$ cat config.mk
export PLATFORM = sky130hd
export DESIGN_NAME = timer2_comparator_ctrl
export DESIGN_NICKNAME = d
export VERILOG_FILES = /design/src/logic/timer2_comparator_pkg.sv /design/src/logic/timer2_comparator_ctrl.sv
export SDC_FILE = /design/constraint.sdc
export NUM_CORES = 1
export LEC_CHECK = 0
export BUFFER_PORTS_ARGS = -buffer_cell sky130_fd_sc_hd__buf_2
export CAP_MARGIN = 20
export CORE_MARGIN = 2
export CORE_UTILIZATION = 30
export DETAILED_ROUTE_END_ITERATION = 10
export GPL_TIMING_DRIVEN = 0
export PLACE_DENSITY = 0.46
export SKIP_CTS_REPAIR_TIMING = 1
export SYNTH_ARGS = -nofsm -noshare
export SYNTH_HDL_FRONTEND = slang
export SYNTH_SLANG_ARGS = --single-unit
$ cat constraint.sdc
create_clock -name pclk -period 6.2 [get_ports pclk]
set_input_delay 1.86 -clock pclk [delete_from_list [all_inputs] [get_ports pclk]]
set_output_delay 1.86 -clock pclk [all_outputs]
set_load 0.02 [all_outputs]
$ cat src/logic/timer2_comparator_pkg.sv
package timer2_comparator_pkg;

  // Register indices; byte address is four times the index
  localparam logic [5:0] IDX_TIMER2_SCALING_CFG = 6'h17;
  localparam logic [5:0] IDX_COMPARATOR_CONTROL = 6'h18;
  localparam logic [5:0] IDX_COMPARATOR_REFERENCE_SELECT = 6'h19;
  localparam logic [5:0] IDX_TIMER2_CONTROL = 6'h1C;
  localparam logic [5:0] IDX_TIMER2_COUNT_VALUE = 6'h1D;
  localparam logic [5:0] IDX_TIMER2_BOUND_VALUE = 6'h09;

  // Reset values
  localparam logic [7:0] RST_BYTE = 8'h00;
  localparam logic [5:0] RST_PRESCALE = 6'h00;
  localparam logic [4:0] RST_SCALAR = 5'h00;

  // Comparator control field positions
  localparam int CC_ENABLE = 7;
  localparam int CC_RESULT = 6;
  localparam int CC_SAMPLE = 5;
  localparam int CC_INVERT = 4;
  localparam int CC_MINUS_HI = 3;
  localparam int CC_MINUS_LO = 1;
  localparam int CC_PLUS = 0;

  // Reference select field positions
  localparam int RS_OUT_EN = 7;
  localparam int RS_WAKE_EN = 6;
  localparam int RS_HIGH_RANGE = 5;
  localparam int RS_LOW_RANGE = 4;
  localparam int RS_LEVEL_HI = 3;

  // Timer control field positions
  localparam int TC_CLK_HI = 7;
  localparam int TC_CLK_LO = 4;
  localparam int TC_OUT_HI = 3;
  localparam int TC_OUT_LO = 2;
  localparam int TC_MODE = 1;
  localparam int TC_INVERT = 0;

  // Scaling register field positions
  localparam int SC_RES = 7;
  localparam int SC_PRE_HI = 6;
  localparam int SC_PRE_LO = 5;
  localparam int SC_SCALAR_HI = 4;

  // Timer clock source codes
  localparam logic [3:0] CLK_STOP = 4'h0;
  localparam logic [3:0] CLK_SYSTEM = 4'h1;
  localparam logic [3:0] CLK_FAST_OSC = 4'h2;
  localparam logic [3:0] CLK_EXT_OSC = 4'h3;
  localparam logic [3:0] CLK_SLOW_OSC = 4'h4;
  localparam logic [3:0] CLK_COMPARATOR = 4'h5;
  localparam logic [3:0] CLK_PA0_RISE = 4'h8;
  localparam logic [3:0] CLK_PA0_FALL = 4'h9;
  localparam logic [3:0] CLK_PB0_RISE = 4'hA;
  localparam logic [3:0] CLK_PB0_FALL = 4'hB;
  localparam logic [3:0] CLK_PA4_RISE = 4'hC;
  localparam logic [3:0] CLK_PA4_FALL = 4'hD;

  // Timer output routing codes
  localparam logic [1:0] OUT_NONE = 2'h0;
  localparam logic [1:0] OUT_PB2 = 2'h1;
  localparam logic [1:0] OUT_PA3 = 2'h2;
  localparam logic [1:0] OUT_PB4 = 2'h3;

  // Prescaler terminal counts for divide by 1, 4, 16, 64
  localparam logic [5:0] PRE_TOP_1 = 6'h00;
  localparam logic [5:0] PRE_TOP_4 = 6'h03;
  localparam logic [5:0] PRE_TOP_16 = 6'h0F;
  localparam logic [5:0] PRE_TOP_64 = 6'h3F;

  // PWM wrap values for 8, 7 and 6 bit resolution
  localparam logic [7:0] PWM_TOP_8 = 8'hFF;
  localparam logic [7:0] PWM_TOP_7 = 8'h7F;
  localparam logic [7:0] PWM_TOP_6 = 8'h3F;

  // Timer output pins, level and enable per pin
  typedef struct packed {
    logic pb4;
    logic pa3;
    logic pb2;
  } timer_pins_t;

  // Asynchronous sources that are synchronised before use
  typedef struct packed {
    logic comp;
    logic pa4;
    logic pb0;
    logic pa0;
    logic slow_osc;
    logic ext_osc;
    logic fast_osc;
  } async_src_t;

endpackage

$ cat src/logic/timer2_comparator_ctrl.sv
// The APB register port is this design's own decision.
`timescale 1ns/1ps
`default_nettype none

module timer2_comparator_ctrl
  import timer2_comparator_pkg::*;
#(
  parameter bit timer2_resolution_option = 1'b0
)(
  // Clock and reset
  input wire logic pclk,
  input wire logic presetn,
  // APB slave
  input wire logic psel,
  input wire logic penable,
  input wire logic pwrite,
  input wire logic [7:0] paddr,
  input wire logic [31:0] pwdata,
  output logic [31:0] prdata,
  output logic pready,
  output logic pslverr,
  // Asynchronous clock and pin inputs
  input wire logic fast_internal_osc,
  input wire logic external_osc,
  input wire logic slow_internal_osc,
  input wire logic port_a_pin0,
  input wire logic port_b_pin0,
  input wire logic port_a_pin4,
  // Analog comparator interface
  input wire logic comp_raw_result,
  output logic comp_enable,
  output logic [2:0] comp_minus_sel,
  output logic comp_plus_sel,
  output logic ladder_high_range,
  output logic ladder_low_range,
  output logic [3:0] ladder_level,
  output logic comp_wake,
  // Comparator output on port A pin 0
  output logic comp_pa0_out,
  output logic comp_pa0_oe,
  // Timer output pins
  output timer_pins_t timer_pin_out,
  output timer_pins_t timer_pin_oe
);

  // Register word decode on a word-aligned address
  function automatic logic reg_hit(input logic [7:0] addr, input logic [5:0] idx);
    reg_hit = (addr[7:2] == idx) && (addr[1:0] == 2'h0);
  endfunction

  // Software-visible control bytes
  logic [7:0] scaling_q;
  logic [7:0] comp_ctrl_q;
  logic [7:0] ref_sel_q;
  logic [7:0] tmr_ctrl_q;
  // Counter and bound; the counter is also written by software
  logic [7:0] count_q;
  logic [7:0] count_d;
  logic [7:0] bound_q;

  // Prescaler and scalar dividers ahead of the counter
  logic [5:0] pre_cnt_q;
  logic [5:0] pre_cnt_d;
  logic [4:0] scl_cnt_q;
  logic [4:0] scl_cnt_d;
  // Timer output level before polarity and routing
  logic tmr_out_q;
  logic tmr_out_d;

  // Comparator result and its delayed copy for edge detection
  logic comp_sampled_q;
  logic comp_result_q;

  // Registered bus answer
  logic pready_q;
  logic pslverr_q;
  logic [31:0] prdata_q;

  // Synchroniser stages and edge history of the pin and clock inputs
  async_src_t sync1_q;
  async_src_t sync2_q;
  async_src_t prev_q;
  async_src_t src_now;
  async_src_t rise;
  async_src_t fall;

  // Decoding of the current access
  wire logic hit_scaling = reg_hit(paddr, IDX_TIMER2_SCALING_CFG);
  wire logic hit_comp_ctrl = reg_hit(paddr, IDX_COMPARATOR_CONTROL);
  wire logic hit_ref_sel = reg_hit(paddr, IDX_COMPARATOR_REFERENCE_SELECT);
  wire logic hit_tmr_ctrl = reg_hit(paddr, IDX_TIMER2_CONTROL);
  wire logic hit_count = reg_hit(paddr, IDX_TIMER2_COUNT_VALUE);
  wire logic hit_bound = reg_hit(paddr, IDX_TIMER2_BOUND_VALUE);
  wire logic hit_any = hit_scaling | hit_comp_ctrl | hit_ref_sel | hit_tmr_ctrl |
                       hit_count | hit_bound;
  // Access phase waits one cycle so that read data comes from a flop
  wire logic acc_first = psel & penable & ~pready_q;
  wire logic acc_done = psel & penable & pready_q;
  wire logic wr_ok = acc_done & pwrite & hit_any;
  wire logic [7:0] wbyte = pwdata[7:0];

  // Edge views of the synchronised sources
  assign src_now = sync2_q;
  assign rise = src_now & ~prev_q;
  assign fall = ~src_now & prev_q;

  // Timer clock source selection
  // Pin and oscillator edges arrive about two cycles late through the synchroniser
  wire logic [3:0] clk_sel = tmr_ctrl_q[TC_CLK_HI:TC_CLK_LO];
  logic timer2_tick;
  always_comb
  begin
    unique case (clk_sel)
      CLK_SYSTEM: timer2_tick = 1'b1;
      CLK_FAST_OSC: timer2_tick = rise.fast_osc;
      CLK_EXT_OSC: timer2_tick = rise.ext_osc;
      CLK_SLOW_OSC: timer2_tick = rise.slow_osc;
      CLK_COMPARATOR: timer2_tick = comp_result_q & ~comp_sampled_q;
      CLK_PA0_RISE: timer2_tick = rise.pa0;
      CLK_PA0_FALL: timer2_tick = fall.pa0;
      CLK_PB0_RISE: timer2_tick = rise.pb0;
      CLK_PB0_FALL: timer2_tick = fall.pb0;
      CLK_PA4_RISE: timer2_tick = rise.pa4;
      CLK_PA4_FALL: timer2_tick = fall.pa4;
      default: timer2_tick = 1'b0; // Stop and reserved codes hold the count
    endcase
  end

  // Prescaler terminal count
  logic [5:0] pre_top;
  always_comb
  begin
    unique case (scaling_q[SC_PRE_HI:SC_PRE_LO])
      2'h0: pre_top = PRE_TOP_1;
      2'h1: pre_top = PRE_TOP_4;
      2'h2: pre_top = PRE_TOP_16;
      2'h3: pre_top = PRE_TOP_64;
    endcase
  end

  // Prescaler and scalar chain; the scalar divides by its value plus one
  // Greater-or-equal compares let a smaller divide take effect without a long wrap
  wire logic pre_wrap = timer2_tick & (pre_cnt_q >= pre_top);
  wire logic [4:0] scalar = scaling_q[SC_SCALAR_HI:0];
  wire logic cnt_tick = pre_wrap & (scl_cnt_q >= scalar);
  assign pre_cnt_d = ~timer2_tick ? pre_cnt_q : (pre_wrap ? 6'h00 : pre_cnt_q + 6'h01);
  assign scl_cnt_d = ~pre_wrap ? scl_cnt_q :
                     ((scl_cnt_q >= scalar) ? 5'h00 : scl_cnt_q + 5'h01);

  // Resolution; the reduced width is fixed when the part is built
  wire logic [7:0] pwm_top = ~scaling_q[SC_RES] ? PWM_TOP_8 :
                             (timer2_resolution_option ? PWM_TOP_7 : PWM_TOP_6);
  wire logic pwm_mode = tmr_ctrl_q[TC_MODE];
  wire logic [7:0] wrap_val = pwm_mode ? pwm_top : bound_q;

  // Counter next value; a software write wins over a tick
  wire logic count_wr = wr_ok & hit_count;
  always_comb
  begin
    count_d = count_q;
    if (count_wr)
    begin
      count_d = wbyte;
    end
    else if (cnt_tick)
    begin
      count_d = (count_q >= wrap_val) ? 8'h00 : count_q + 8'h01;
    end
  end

  // Period mode toggles on reaching the bound, PWM is high below it
  // A bound write shows in PWM at once; period mode waits for the next match
  always_comb
  begin
    tmr_out_d = tmr_out_q;
    if (pwm_mode)
    begin
      tmr_out_d = (count_q < bound_q);
    end
    else if (cnt_tick && (count_q == bound_q))
    begin
      tmr_out_d = ~tmr_out_q;
    end
  end

  // Comparator result path: polarity, optional sampling, gated by enable
  wire logic comp_on = comp_ctrl_q[CC_ENABLE];
  wire logic comp_polar = src_now.comp ^ comp_ctrl_q[CC_INVERT];
  wire logic comp_result_d = ~comp_on ? 1'b0 :
                             (~comp_ctrl_q[CC_SAMPLE] ? comp_polar :
                              (timer2_tick ? comp_polar : comp_result_q));
  wire logic wake_d = ref_sel_q[RS_WAKE_EN] & (comp_result_d ^ comp_result_q);

  // Timer pin routing after polarity
  wire logic tmr_level = tmr_out_q ^ tmr_ctrl_q[TC_INVERT];
  wire logic [1:0] out_sel = tmr_ctrl_q[TC_OUT_HI:TC_OUT_LO];
  timer_pins_t pin_oe_d;
  assign pin_oe_d.pb2 = (out_sel == OUT_PB2);
  assign pin_oe_d.pa3 = (out_sel == OUT_PA3);
  assign pin_oe_d.pb4 = (out_sel == OUT_PB4);

  // Read data; write-only registers read as zero
  logic [7:0] rbyte;
  always_comb
  begin
    rbyte = 8'h00;
    if (hit_comp_ctrl)
    begin
      rbyte = comp_ctrl_q;
      rbyte[CC_RESULT] = comp_result_q;
    end
    else if (hit_tmr_ctrl)
    begin
      rbyte = tmr_ctrl_q;
    end
    else if (hit_count)
    begin
      rbyte = count_q;
    end
  end

  // Two-flop synchronisers, then an edge-history flop on the second stage
  // Nothing but the second stage reads the first, so metastability stays contained
  always_ff @(posedge pclk or negedge presetn)
  begin
    if (!presetn)
    begin
      sync1_q <= '0;
      sync2_q <= '0;
      prev_q <= '0;
    end
    else
    begin
      sync1_q <= {comp_raw_result, port_a_pin4, port_b_pin0, port_a_pin0,
                  slow_internal_osc, external_osc, fast_internal_osc};
      sync2_q <= sync1_q;
      prev_q <= sync2_q;
    end
  end

  // APB answer
  // Read data is captured in the first access cycle so it stands with pready
  always_ff @(posedge pclk or negedge presetn)
  begin
    if (!presetn)
    begin
      pready_q <= 1'b0;
      pslverr_q <= 1'b0;
      prdata_q <= 32'h0000_0000;
    end
    else
    begin
      pready_q <= acc_first;
      pslverr_q <= acc_first & ~hit_any; // Unmapped words answer with an error
      if (acc_first)
      begin
        prdata_q <= {24'h00_0000, rbyte};
      end
    end
  end

  // Software registers; the result bit of control is not stored
  // Reserved minus-input codes are kept as written; the analog side ignores them
  always_ff @(posedge pclk or negedge presetn)
  begin
    if (!presetn)
    begin
      scaling_q <= RST_BYTE;
      comp_ctrl_q <= RST_BYTE;
      ref_sel_q <= RST_BYTE;
      tmr_ctrl_q <= RST_BYTE;
      bound_q <= RST_BYTE;
    end
    else
    begin
      if (wr_ok & hit_scaling)
      begin
        scaling_q <= wbyte;
      end
      if (wr_ok & hit_comp_ctrl)
      begin
        comp_ctrl_q <= {wbyte[7], 1'b0, wbyte[5:0]};
      end
      if (wr_ok & hit_ref_sel)
      begin
        ref_sel_q <= wbyte;
      end
      if (wr_ok & hit_tmr_ctrl)
      begin
        tmr_ctrl_q <= wbyte;
      end
      if (wr_ok & hit_bound)
      begin
        bound_q <= wbyte;
      end
    end
  end

  // Timer datapath
  always_ff @(posedge pclk or negedge presetn)
  begin
    if (!presetn)
    begin
      pre_cnt_q <= RST_PRESCALE;
      scl_cnt_q <= RST_SCALAR;
      count_q <= RST_BYTE;
      tmr_out_q <= 1'b0;
    end
    else
    begin
      pre_cnt_q <= pre_cnt_d;
      scl_cnt_q <= scl_cnt_d;
      count_q <= count_d;
      tmr_out_q <= tmr_out_d;
    end
  end

  // Comparator state and registered pin outputs
  // Selects are registered so the analog side never sees decode glitches
  always_ff @(posedge pclk or negedge presetn)
  begin
    if (!presetn)
    begin
      comp_result_q <= 1'b0;
      comp_sampled_q <= 1'b0;
      comp_wake <= 1'b0;
      comp_enable <= 1'b0;
      comp_minus_sel <= 3'h0;
      comp_plus_sel <= 1'b0;
      ladder_high_range <= 1'b0;
      ladder_low_range <= 1'b0;
      ladder_level <= 4'h0;
      comp_pa0_out <= 1'b0;
      comp_pa0_oe <= 1'b0;
      timer_pin_out <= '0;
      timer_pin_oe <= '0;
    end
    else
    begin
      comp_result_q <= comp_result_d;
      comp_sampled_q <= comp_result_q;
      comp_wake <= wake_d;
      comp_enable <= comp_on;
      comp_minus_sel <= comp_ctrl_q[CC_MINUS_HI:CC_MINUS_LO];
      comp_plus_sel <= comp_ctrl_q[CC_PLUS];
      ladder_high_range <= ref_sel_q[RS_HIGH_RANGE];
      ladder_low_range <= ref_sel_q[RS_LOW_RANGE];
      ladder_level <= ref_sel_q[RS_LEVEL_HI:0];
      comp_pa0_out <= ref_sel_q[RS_OUT_EN] & comp_result_q;
      comp_pa0_oe <= ref_sel_q[RS_OUT_EN];
      timer_pin_out <= {3{tmr_level}} & pin_oe_d;
      timer_pin_oe <= pin_oe_d;
    end
  end

  assign prdata = prdata_q;
  assign pready = pready_q;
  assign pslverr = pslverr_q;

endmodule

`default_nettype wire

==> flow_summary.toml, run 1 <==
[run_status]
outcome = "completed"

[sta]
period_needed_ns = 3.47
worst_slew_pin_slew_ns = 1.00
setup_slack_ns = 2.73
relSlewSlack_pct = 32.6
rsz0062_at_grt = "no"
setup_tns_ns = 0
fin_skew_ns = 0.00731
finalHoldViolations = 0
timing.fmax_ghz = 0.288
setup_viol = 0
post-route-period-util_pct = 56.0
final_max_slew_viol_count = 0

[yosys]
synth_edf_count = 0
ys_seq_area_share_pct = 52.6
yosys.cell_count.top_type = "dfrtp_1"
synthCells = 479
ys.warnings.count = 0
yosys.area.top_type = "dfrtp_1"
syn_avg_cell_area_um2 = 11.0
synth_top_area_share_pct = 52.6
synth_seq_cells = 111
yosys.cell_types.count = 52
netlist_top_cells_area = "dfrtp_1, ha_1, mux2_2"
synthFlopType = "dfrtp_1"
netlist_top_cells_count = "dfrtp_1, nand2_1, o21ai_0"
synth-async-reset-ratio_pct = 100
netlist_area_mm2 = 0.00528

[pwr]
p_total_mw = 1.49
vdd_drop_max_v = 0.000142
power-per-cell-area_mw_per_mm2 = 238
p_leak_nw = 3.12

[worst_setup_path]
worst_path_max_delay_cell = "nor4_2"
cp.buffers_inverters = 1
crit_path_end_kind = "flip-flop"
path_delay_family = "simple AND/OR/NAND/NOR gates"
crit_fanout = 8
cp-start-kind = "input port"
arrival_ns = 3.71
crit_chain = "buf_2, nor3_1, nand3_1, nor4_2, mux2_2"
r2r_cells = 9
critPathKind = "in -> reg"
critPathMaxStageDelay_ns = 0.86
cp.depth = 5
cp.required_ns = 6.44

[floorplan]
die_h_um = 137
ioPinCount = 106
rows = 48
dieArea_mm2 = 0.0187
start_util_pct = 30.6
core-area_mm2 = 0.0172
die_w_um = 137

[drt]
antenna_left = 0
drt_pass1_iterations = 4
drtIter0Drc = 112
routedWlPerCell_um = 15.3
vias_per_cell = 4.68
drc = 0
totalWireLength_um = 12300
vias = 3748

[cts]
root_buffer = "clkbuf_16"
clkLatencyLatePin_ns = 0.35
htree_levels = 3
clk_pin_slew_ns = 0.07
tritoncts = "done"
cts_buffers = 9
clockBufferDepth = 2
cts.sinks = 111

[cells_and_area]
drive_gt1_share_pct = 24.1
areaGrowthSynthToFinish_pct = 18.4
nets = 655
n_antenna_cell = 0
post-route-util_pct = 36.3

[global_route]
grt_pass1_vias = 3871
grt_overflow = 0
antenna_found_initial = 0
grt_first_pass_wirelength_um = 19900
grt_max_degree = 66
grt_usage_pct = 14.0

[worst_hold_path]
holdPathStages = 0
worstHoldPathType = "reg -> reg"

[job]
cap_violations = 0

[place]
io_buffers = 57
dp_hpwl_um = 9060
gp_congestion = 0.826
dp_slack_ns = 2.36
## worst register-to-register path, cell delays in order, from the launching register on
cell	delay [ns]
dfrtp_1	0.43
clkbuf_1	0.28
or2_2	0.37
ha_1	0.28
nor3b_1	0.16
o21ai_0	0.14
a221o_1	0.46
or4_1	0.48
buf_2	0.19
o311ai_1	0.28
## worst paths after layout
kind	from	end	slack, ns
max in group asynchronous	presetn	sync1_q[6]	4.09
setup reg to reg	tmr_ctrl_q[1]	count_q[4]	3.03
setup / recovery	paddr[7]	comp_ctrl_q[3]	2.73
hold reg to reg	sync1_q[6]	src_now[6]	0.35
min in group asynchronous	presetn	bound_q[1]	1.43
hold / removal	sync1_q[6]	src_now[6]	0.35
## routing by layer
layer | track usage, % | routed length (µm)
met4 | 4.22 | 187
met3 | 3.33 | 550
met5 | 0 | 0
met1 | 18.2 | 5850
met2 | 23.2 | 5670
## report_power, final
group / total, mW / internal (mW) / switching, mW
logic: 0.174 / 0.0695 / 0.105
registers: 0.763 / 0.741 / 0.0225
clock network: 0.549 / 0.274 / 0.274
total: 1.49 / 1.08 / 0.401
## flip-flops by register name (all words and copies together), names as in the netlist, 4 cells and up
name	flops
ref_sel_q	8
bound_q	8
scaling_q	8
prdata	8
ladder_level	4
count_q	8
prev_q	6
pre_cnt_q	6
sync1_q	7
tmr_ctrl_q	8
src_now	7
scl_cnt_q	5
comp_ctrl_q	7
## through the flow
stage                     cells  instance area, µm²  hold slack [ns]
after floorplan             502                5370            0.331
after global placement      784                5930            0.334
after detailed placement    787                5980            0.336
after CTS                   801                6250            0.353
after global routing        801                6250            0.353
final                       801                6250            0.349
## cell families after synthesis
family	Yosys count	share of synthesized area [%]
AOI/OAI and AO/OA	96	11.8
and+or+nand+nor	135	13.3
DFF	111	52.6
muxes	40	8.34
adders and majority gates	30	7.11
xor gates and xnor gates	2	0.332
buffers and inverters	64	6.45
other	1	0.0710
## layout by cell type, fill, tap and decap left out, types with 3 or more instances in the layout
cell type and count:
a21o_1 7, a21oi_1 16, and2_1 6, and3_1 6, buf_2 58, buf_4 25
clkbuf_1 10, clkbuf_16 9, conb_1 24, dfrtp_1 111, ha_1 30, inv_1 26
mux2_2 32, mux2i_1 8, nand2_1 36, nand2b_1 7, nand3_1 13, nand3b_1 5
nand4_1 6, nor2_1 25, nor2b_1 12, nor3_1 3, o211ai_1 4, o21ai_0 35
o311ai_0 7, o311ai_1 6, o31ai_1 5, or2_2 4, or3b_1 3
## final cells by class
cell class / count / area [µm²]
multi-input cells: 327 / 2250
plain buffers: 38 / 243
clock buffers: 9 / 225
clock inverters: 5 / 45.0
fillers: 1765 / 11000
flip-flops and latches: 111 / 2780
well taps: 225 / 282
repair buffers: 60 / 332
inverters: 26 / 97.6
Note: power is estimated with default switching activity, not from simulation.
==> inputs of run 2 (changes only) <==
ABC_AREA = 1   (was not set)
PLACE_DENSITY = 0.47   (was 0.46)
clock period = 3 ns   (was 6.2 ns; I/O delays follow)
==> flow_summary.toml, run 2 <==
[pwr]
cellInternalPower_mw = 2.36
power-per-cell-area_mw_per_mm2 = 469
p_switching_uw = 730
power_frac_clock_pct = 43.0
p_total_mw = 3.09
p_leak_nw = 3.34
switching_share_pct = 23.6
p_comb_share_pct = 7.0
vdd_drop_max_v = 0.000289
p_seq_share_pct = 50.0

[sta]
setup_tns_ns = 0
fin_skew_ns = 0.00693
period_needed_ns = 2.56
post-route-period-util_pct = 85.4
relSlewSlack_pct = 52.0
setup_slack_ns = 0.438
setup_viol = 0
timing.hold.ws_ns = 0.352
finalHoldViolations = 0
rsz0062_at_grt = "no"
timing.fmax_ghz = 0.390
worst_slew_pin_slew_ns = 0.720
final_max_slew_viol_count = 0

[drt]
totalWireLength_um = 13700
wl_met3_um = 868
vias = 4414
drt_pass1_iterations = 6
drc = 0
drtIter0Drc = 355
routed.top_layer = "met4"
dr_wl_met2_um = 6090
antenna_left = 0
met1_length_um = 6530
vias_per_cell = 4.60
routedWlPerCell_um = 14.2

[cts]
htree_levels = 3
cts.sinks = 111
clk_pin_slew_ns = 0.07
tritoncts = "done"
cts_buffers = 9
root_buffer = "clkbuf_16"
clkLatencyLatePin_ns = 0.36
clockBufferDepth = 2

[cells_and_area]
final_common_cell = "nand2_1"
areaGrowthSynthToFinish_pct = 18.3
nets = 808
post-route-util_pct = 36.5
fin_cells = 960
n_antenna_cell = 0
drive_gt1_share_pct = 18.2
layout_common_cells = "nand2_1, dfrtp_1, inv_1"
final_area_mm2 = 0.00659

[yosys]
syn_avg_cell_area_um2 = 8.79
synth_edf_count = 0
netlist_top_cells_count = "nand2_1, dfrtp_1, inv_1"
synthFlopType = "dfrtp_1"
ys_seq_area_share_pct = 49.8
netlist_top_cells_area = "dfrtp_1, nand2_1, ha_1"
synth-async-reset-ratio_pct = 100
netlist_area_mm2 = 0.00557
synthCells = 634
synth_top_area_share_pct = 49.8
ys.warnings.count = 0
yosys.area.top_type = "dfrtp_1"
synth_seq_cells = 111
yosys.cell_count.top_type = "nand2_1"
yosys.cell_types.count = 39

[global_route]
antenna_found_initial = 0
grt_usage_pct = 14.7
grt_overflow = 0
grt_pass1_vias = 4224
grt_first_pass_wirelength_um = 22500
grt_max_degree = 60

[place]
dp_slack_ns = 0.0777
dpl_cell_area_mm2 = 0.00626
io_buffers = 57
gp_congestion = 0.819
dp_cells = 944
dp_hpwl_um = 10100

[worst_setup_path]
cp.required_ns = 3.23
worst_path_max_delay_cell = "clkbuf_1"
cp.buffers_inverters = 3
crit_chain = "buf_2, nand2_1, nor2_1, clkbuf_1, a21boi_2, nand2_1, buf_2, nand2_1, o21ai_1"
crit_path_end_kind = "flip-flop"
path_delay_family = "buffers and inverters"
arrival_ns = 2.80
critPathMaxStageDelay_ns = 0.53
crit_fanout = 10
cp_common_cell = "nand2_1"
cp-start-kind = "input port"
critPathKind = "in -> reg"

[floorplan]
die_w_um = 140
die_h_um = 140
dieArea_mm2 = 0.0197
rows = 49
start_util_pct = 30.8
core-area_mm2 = 0.0181
ioPinCount = 106

[worst_hold_path]
worstHoldPathType = "reg -> reg"

[job]
cap_violations = 0

[run_status]
outcome = "completed"
[run 2: cell count changes after synthesis, sizes merged, moves of 10 or more]
cell    previous run  this run
nor2b             12         0
o311ai            13         0
o21a               0        10
mux2              32         0
nand3             13        36
inv               26        67
nor2              25        67
nand2             36       158
[run 2: final timing paths]
check	slack, ns	end	startpoint	depth (start not counted)
setup / recovery	0.44	tmr_ctrl_q[6]	psel	9
hold / removal	0.35	src_now[2]	sync1_q[2]	0
setup reg to reg	0.70	count_q[2]	tmr_ctrl_q[1]	13
hold reg to reg	0.35	src_now[2]	sync1_q[2]	0
max in group asynchronous	1.68	pready	presetn	2
min in group asynchronous	0.59	ref_sel_q[4]	presetn	1
[run 2: cells by family after synthesis]
group / count (synthesis) / synth area share (%)
AND/OR/NAND/NOR: 292 / 23.0
adder cells (fa/ha/maj): 30 / 6.73
AO/OA/AOI/OAI: 82 / 9.23
buffers and inverters: 106 / 9.27
flip-flops: 111 / 49.8
XOR/XNOR: 12 / 1.89
other: 1 / 0.0673
[run 2: metal layers]
| metal | vias up | track usage, % |
|---|---|---|
| met5 | - | 0 |
| met4 | 0 | 4.78 |
| met3 | 13 | 3.45 |
| met2 | 139 | 22.8 |
| met1 | 2071 | 20.3 |
| li1 | 2191 | - |
[run 2: area by class of cell]
cell class              instances  area (µm²)
multi-input cells             440        2370
fillers                      1842       11500
repair buffers                 58         315
plain buffers                  37         258
flip-flops and latches        111        2780
clock inverters                 5        88.8
clock buffers                  11         243
inverters                      69         259
well taps                     229         287
[run 2: power groups by stage]
stage | clock [mW] | sequential (mW) | combinational, mW
3_5_place_dp | 0 | 1.58 | 0.221
6_report | 1.33 | 1.55 | 0.218
4_1_cts | 1.38 | 1.55 | 0.222
3_3_place_gp | 0 | 1.58 | 0.213
2_1_floorplan | 0 | 1.59 | 0.0983
5_1_grt | 1.44 | 1.55 | 0.240
==> inputs of run 3 (changes only) <==
CORE_UTILIZATION = 50   (was 30)
PLACE_DENSITY = 0.76   (was 0.47)
RECOVER_POWER = 25   (was not set)
==> flow_summary.toml, run 3 (same netlist as run 2, synthesis figures left out) <==
[floorplan]
die_h_um = 110
dieArea_mm2 = 0.0120
core-area_mm2 = 0.0108
die_w_um = 110
start_util_pct = 51.4
ioPinCount = 106
rows = 38

[cells_and_area]
nets = 808
layout_common_cells = "nand2_1, dfrtp_1, inv_1"
n_antenna_cell = 0
areaGrowthSynthToFinish_pct = 13.8
drive_gt1_share_pct = 18.3
final_common_cell = "nand2_1"
final_area_mm2 = 0.00634

[global_route]
grt_max_degree = 71
grt_first_pass_wirelength_um = 20500
grt_pass1_vias = 4341
use_met3_pct = 4.45
grt_overflow = 0
antenna_found_initial = 0
grt_usage_pct = 22.2
grt_util_met2_pct = 35.1
top_usage_layer = "met2"
grtUsageMet1_pct = 30.6

[worst_setup_path]
arrival_ns = 2.58
critPathKind = "in -> reg"
cp_common_cell = "nand2_1"
crit_path_end_kind = "flip-flop"
crit_fanout = 10
crit_chain = "buf_2, nand2_1, nor2_1, clkbuf_1, a21boi_2, nand2_1, buf_2, nand2_1, o21ai_1"
timing.rr.end = "count_q[5]"
path_delay_family = "buffers and inverters"
worst_path_max_delay_cell = "clkbuf_1"
r2r_cells = 13
cp.buffers_inverters = 3
cp.depth = 9
critPathMaxStageDelay_ns = 0.40
cp.required_ns = 3.25
r2r_setup_slack_ns = 0.71
timing.rr.start = "tmr_ctrl_q[1]"
cp-start-kind = "input port"

[cts]
cts.sinks = 111
tritoncts = "done"
htree_levels = 3
cts_buffers = 9
clockBufferDepth = 2
root_buffer = "clkbuf_8"
clk_pin_slew_ns = 0.10
clkLatencyLatePin_ns = 0.37

[place]
io_buffers = 57
gp_congestion = 0.878
dpl_cell_area_mm2 = 0.00615
dp_hpwl_um = 9080

[drt]
antenna_left = 0
drtIter0Drc = 232
totalWireLength_um = 12100
vias = 4536
vias_per_cell = 5.21
drc = 0
drt_pass1_iterations = 5
routedWlPerCell_um = 13.9

[sta]
timing.fmax_ghz = 0.430
worst_slew_pin_slew_ns = 1.03
setup_tns_ns = 0
final_max_slew_viol_count = 0
fin_skew_ns = 0.0116
finalHoldViolations = 0
period_needed_ns = 2.33
rsz0062_at_grt = "no"
relSlewSlack_pct = 31.4
post-route-period-util_pct = 77.6
setup_viol = 0

[worst_hold_path]
hold_start = "sync1_q[0]"
holdPathStages = 0
worstHoldPathType = "reg -> reg"
hold_end = "src_now[0]"

[run_status]
outcome = "completed"

[pwr]
p_total_mw = 2.62
power-per-cell-area_mw_per_mm2 = 413
p_leak_nw = 3.28
vdd_drop_max_v = 0.000320

[job]
cap_violations = 0
[run 3: stage by stage]
stage | worst slack [ns] | cells | hold slack, ns | utilization [%]
global placement | -0.151 | 854 | 0.334 | 56.5
global route | 0.466 | 871 | 0.373 | 58.5
finish | 0.673 | 871 | 0.361 | 58.5
floorplan | 0.720 | 657 | 0.331 | -
CTS | 0.750 | 871 | 0.366 | 58.5
detailed placement | 0.362 | 855 | 0.337 | 56.7
[run 3: worst max path at each step]
stage                       from             to  slack (ns)
CTS                         psel  tmr_ctrl_q[5]        0.75
global placement         presetn   pre_cnt_q[2]       -0.15
floorplan               paddr[1]     bound_q[7]        0.72
global route        scaling_q[6]     count_q[2]        0.47
detailed placement          psel   ref_sel_q[6]        0.36
finish                      psel  tmr_ctrl_q[5]        0.67
[run 3: final cells by class]
cell class,count,area (µm²)
buffer,37,258
clock buffer,10,138
clock inverter,6,55.1
fill,987,4500
inverter,69,259
multi-input combinational,440,2370
sequential,111,2780
tap,140,175
timing repair buffer,58,313
[run 3: per-layer routing]
layer  wire length [µm]  up-vias
met1               5420     2168
li1                   -     2190
met5                  0        -
met3                824       23
met4                238        0
met2               5650      155
[run 3: report_power, final]
group	internal (mW)	switching, mW
sequential	1.53	0.0182
combinational	0.0695	0.145
clock	0.338	0.520
total	1.93	0.684
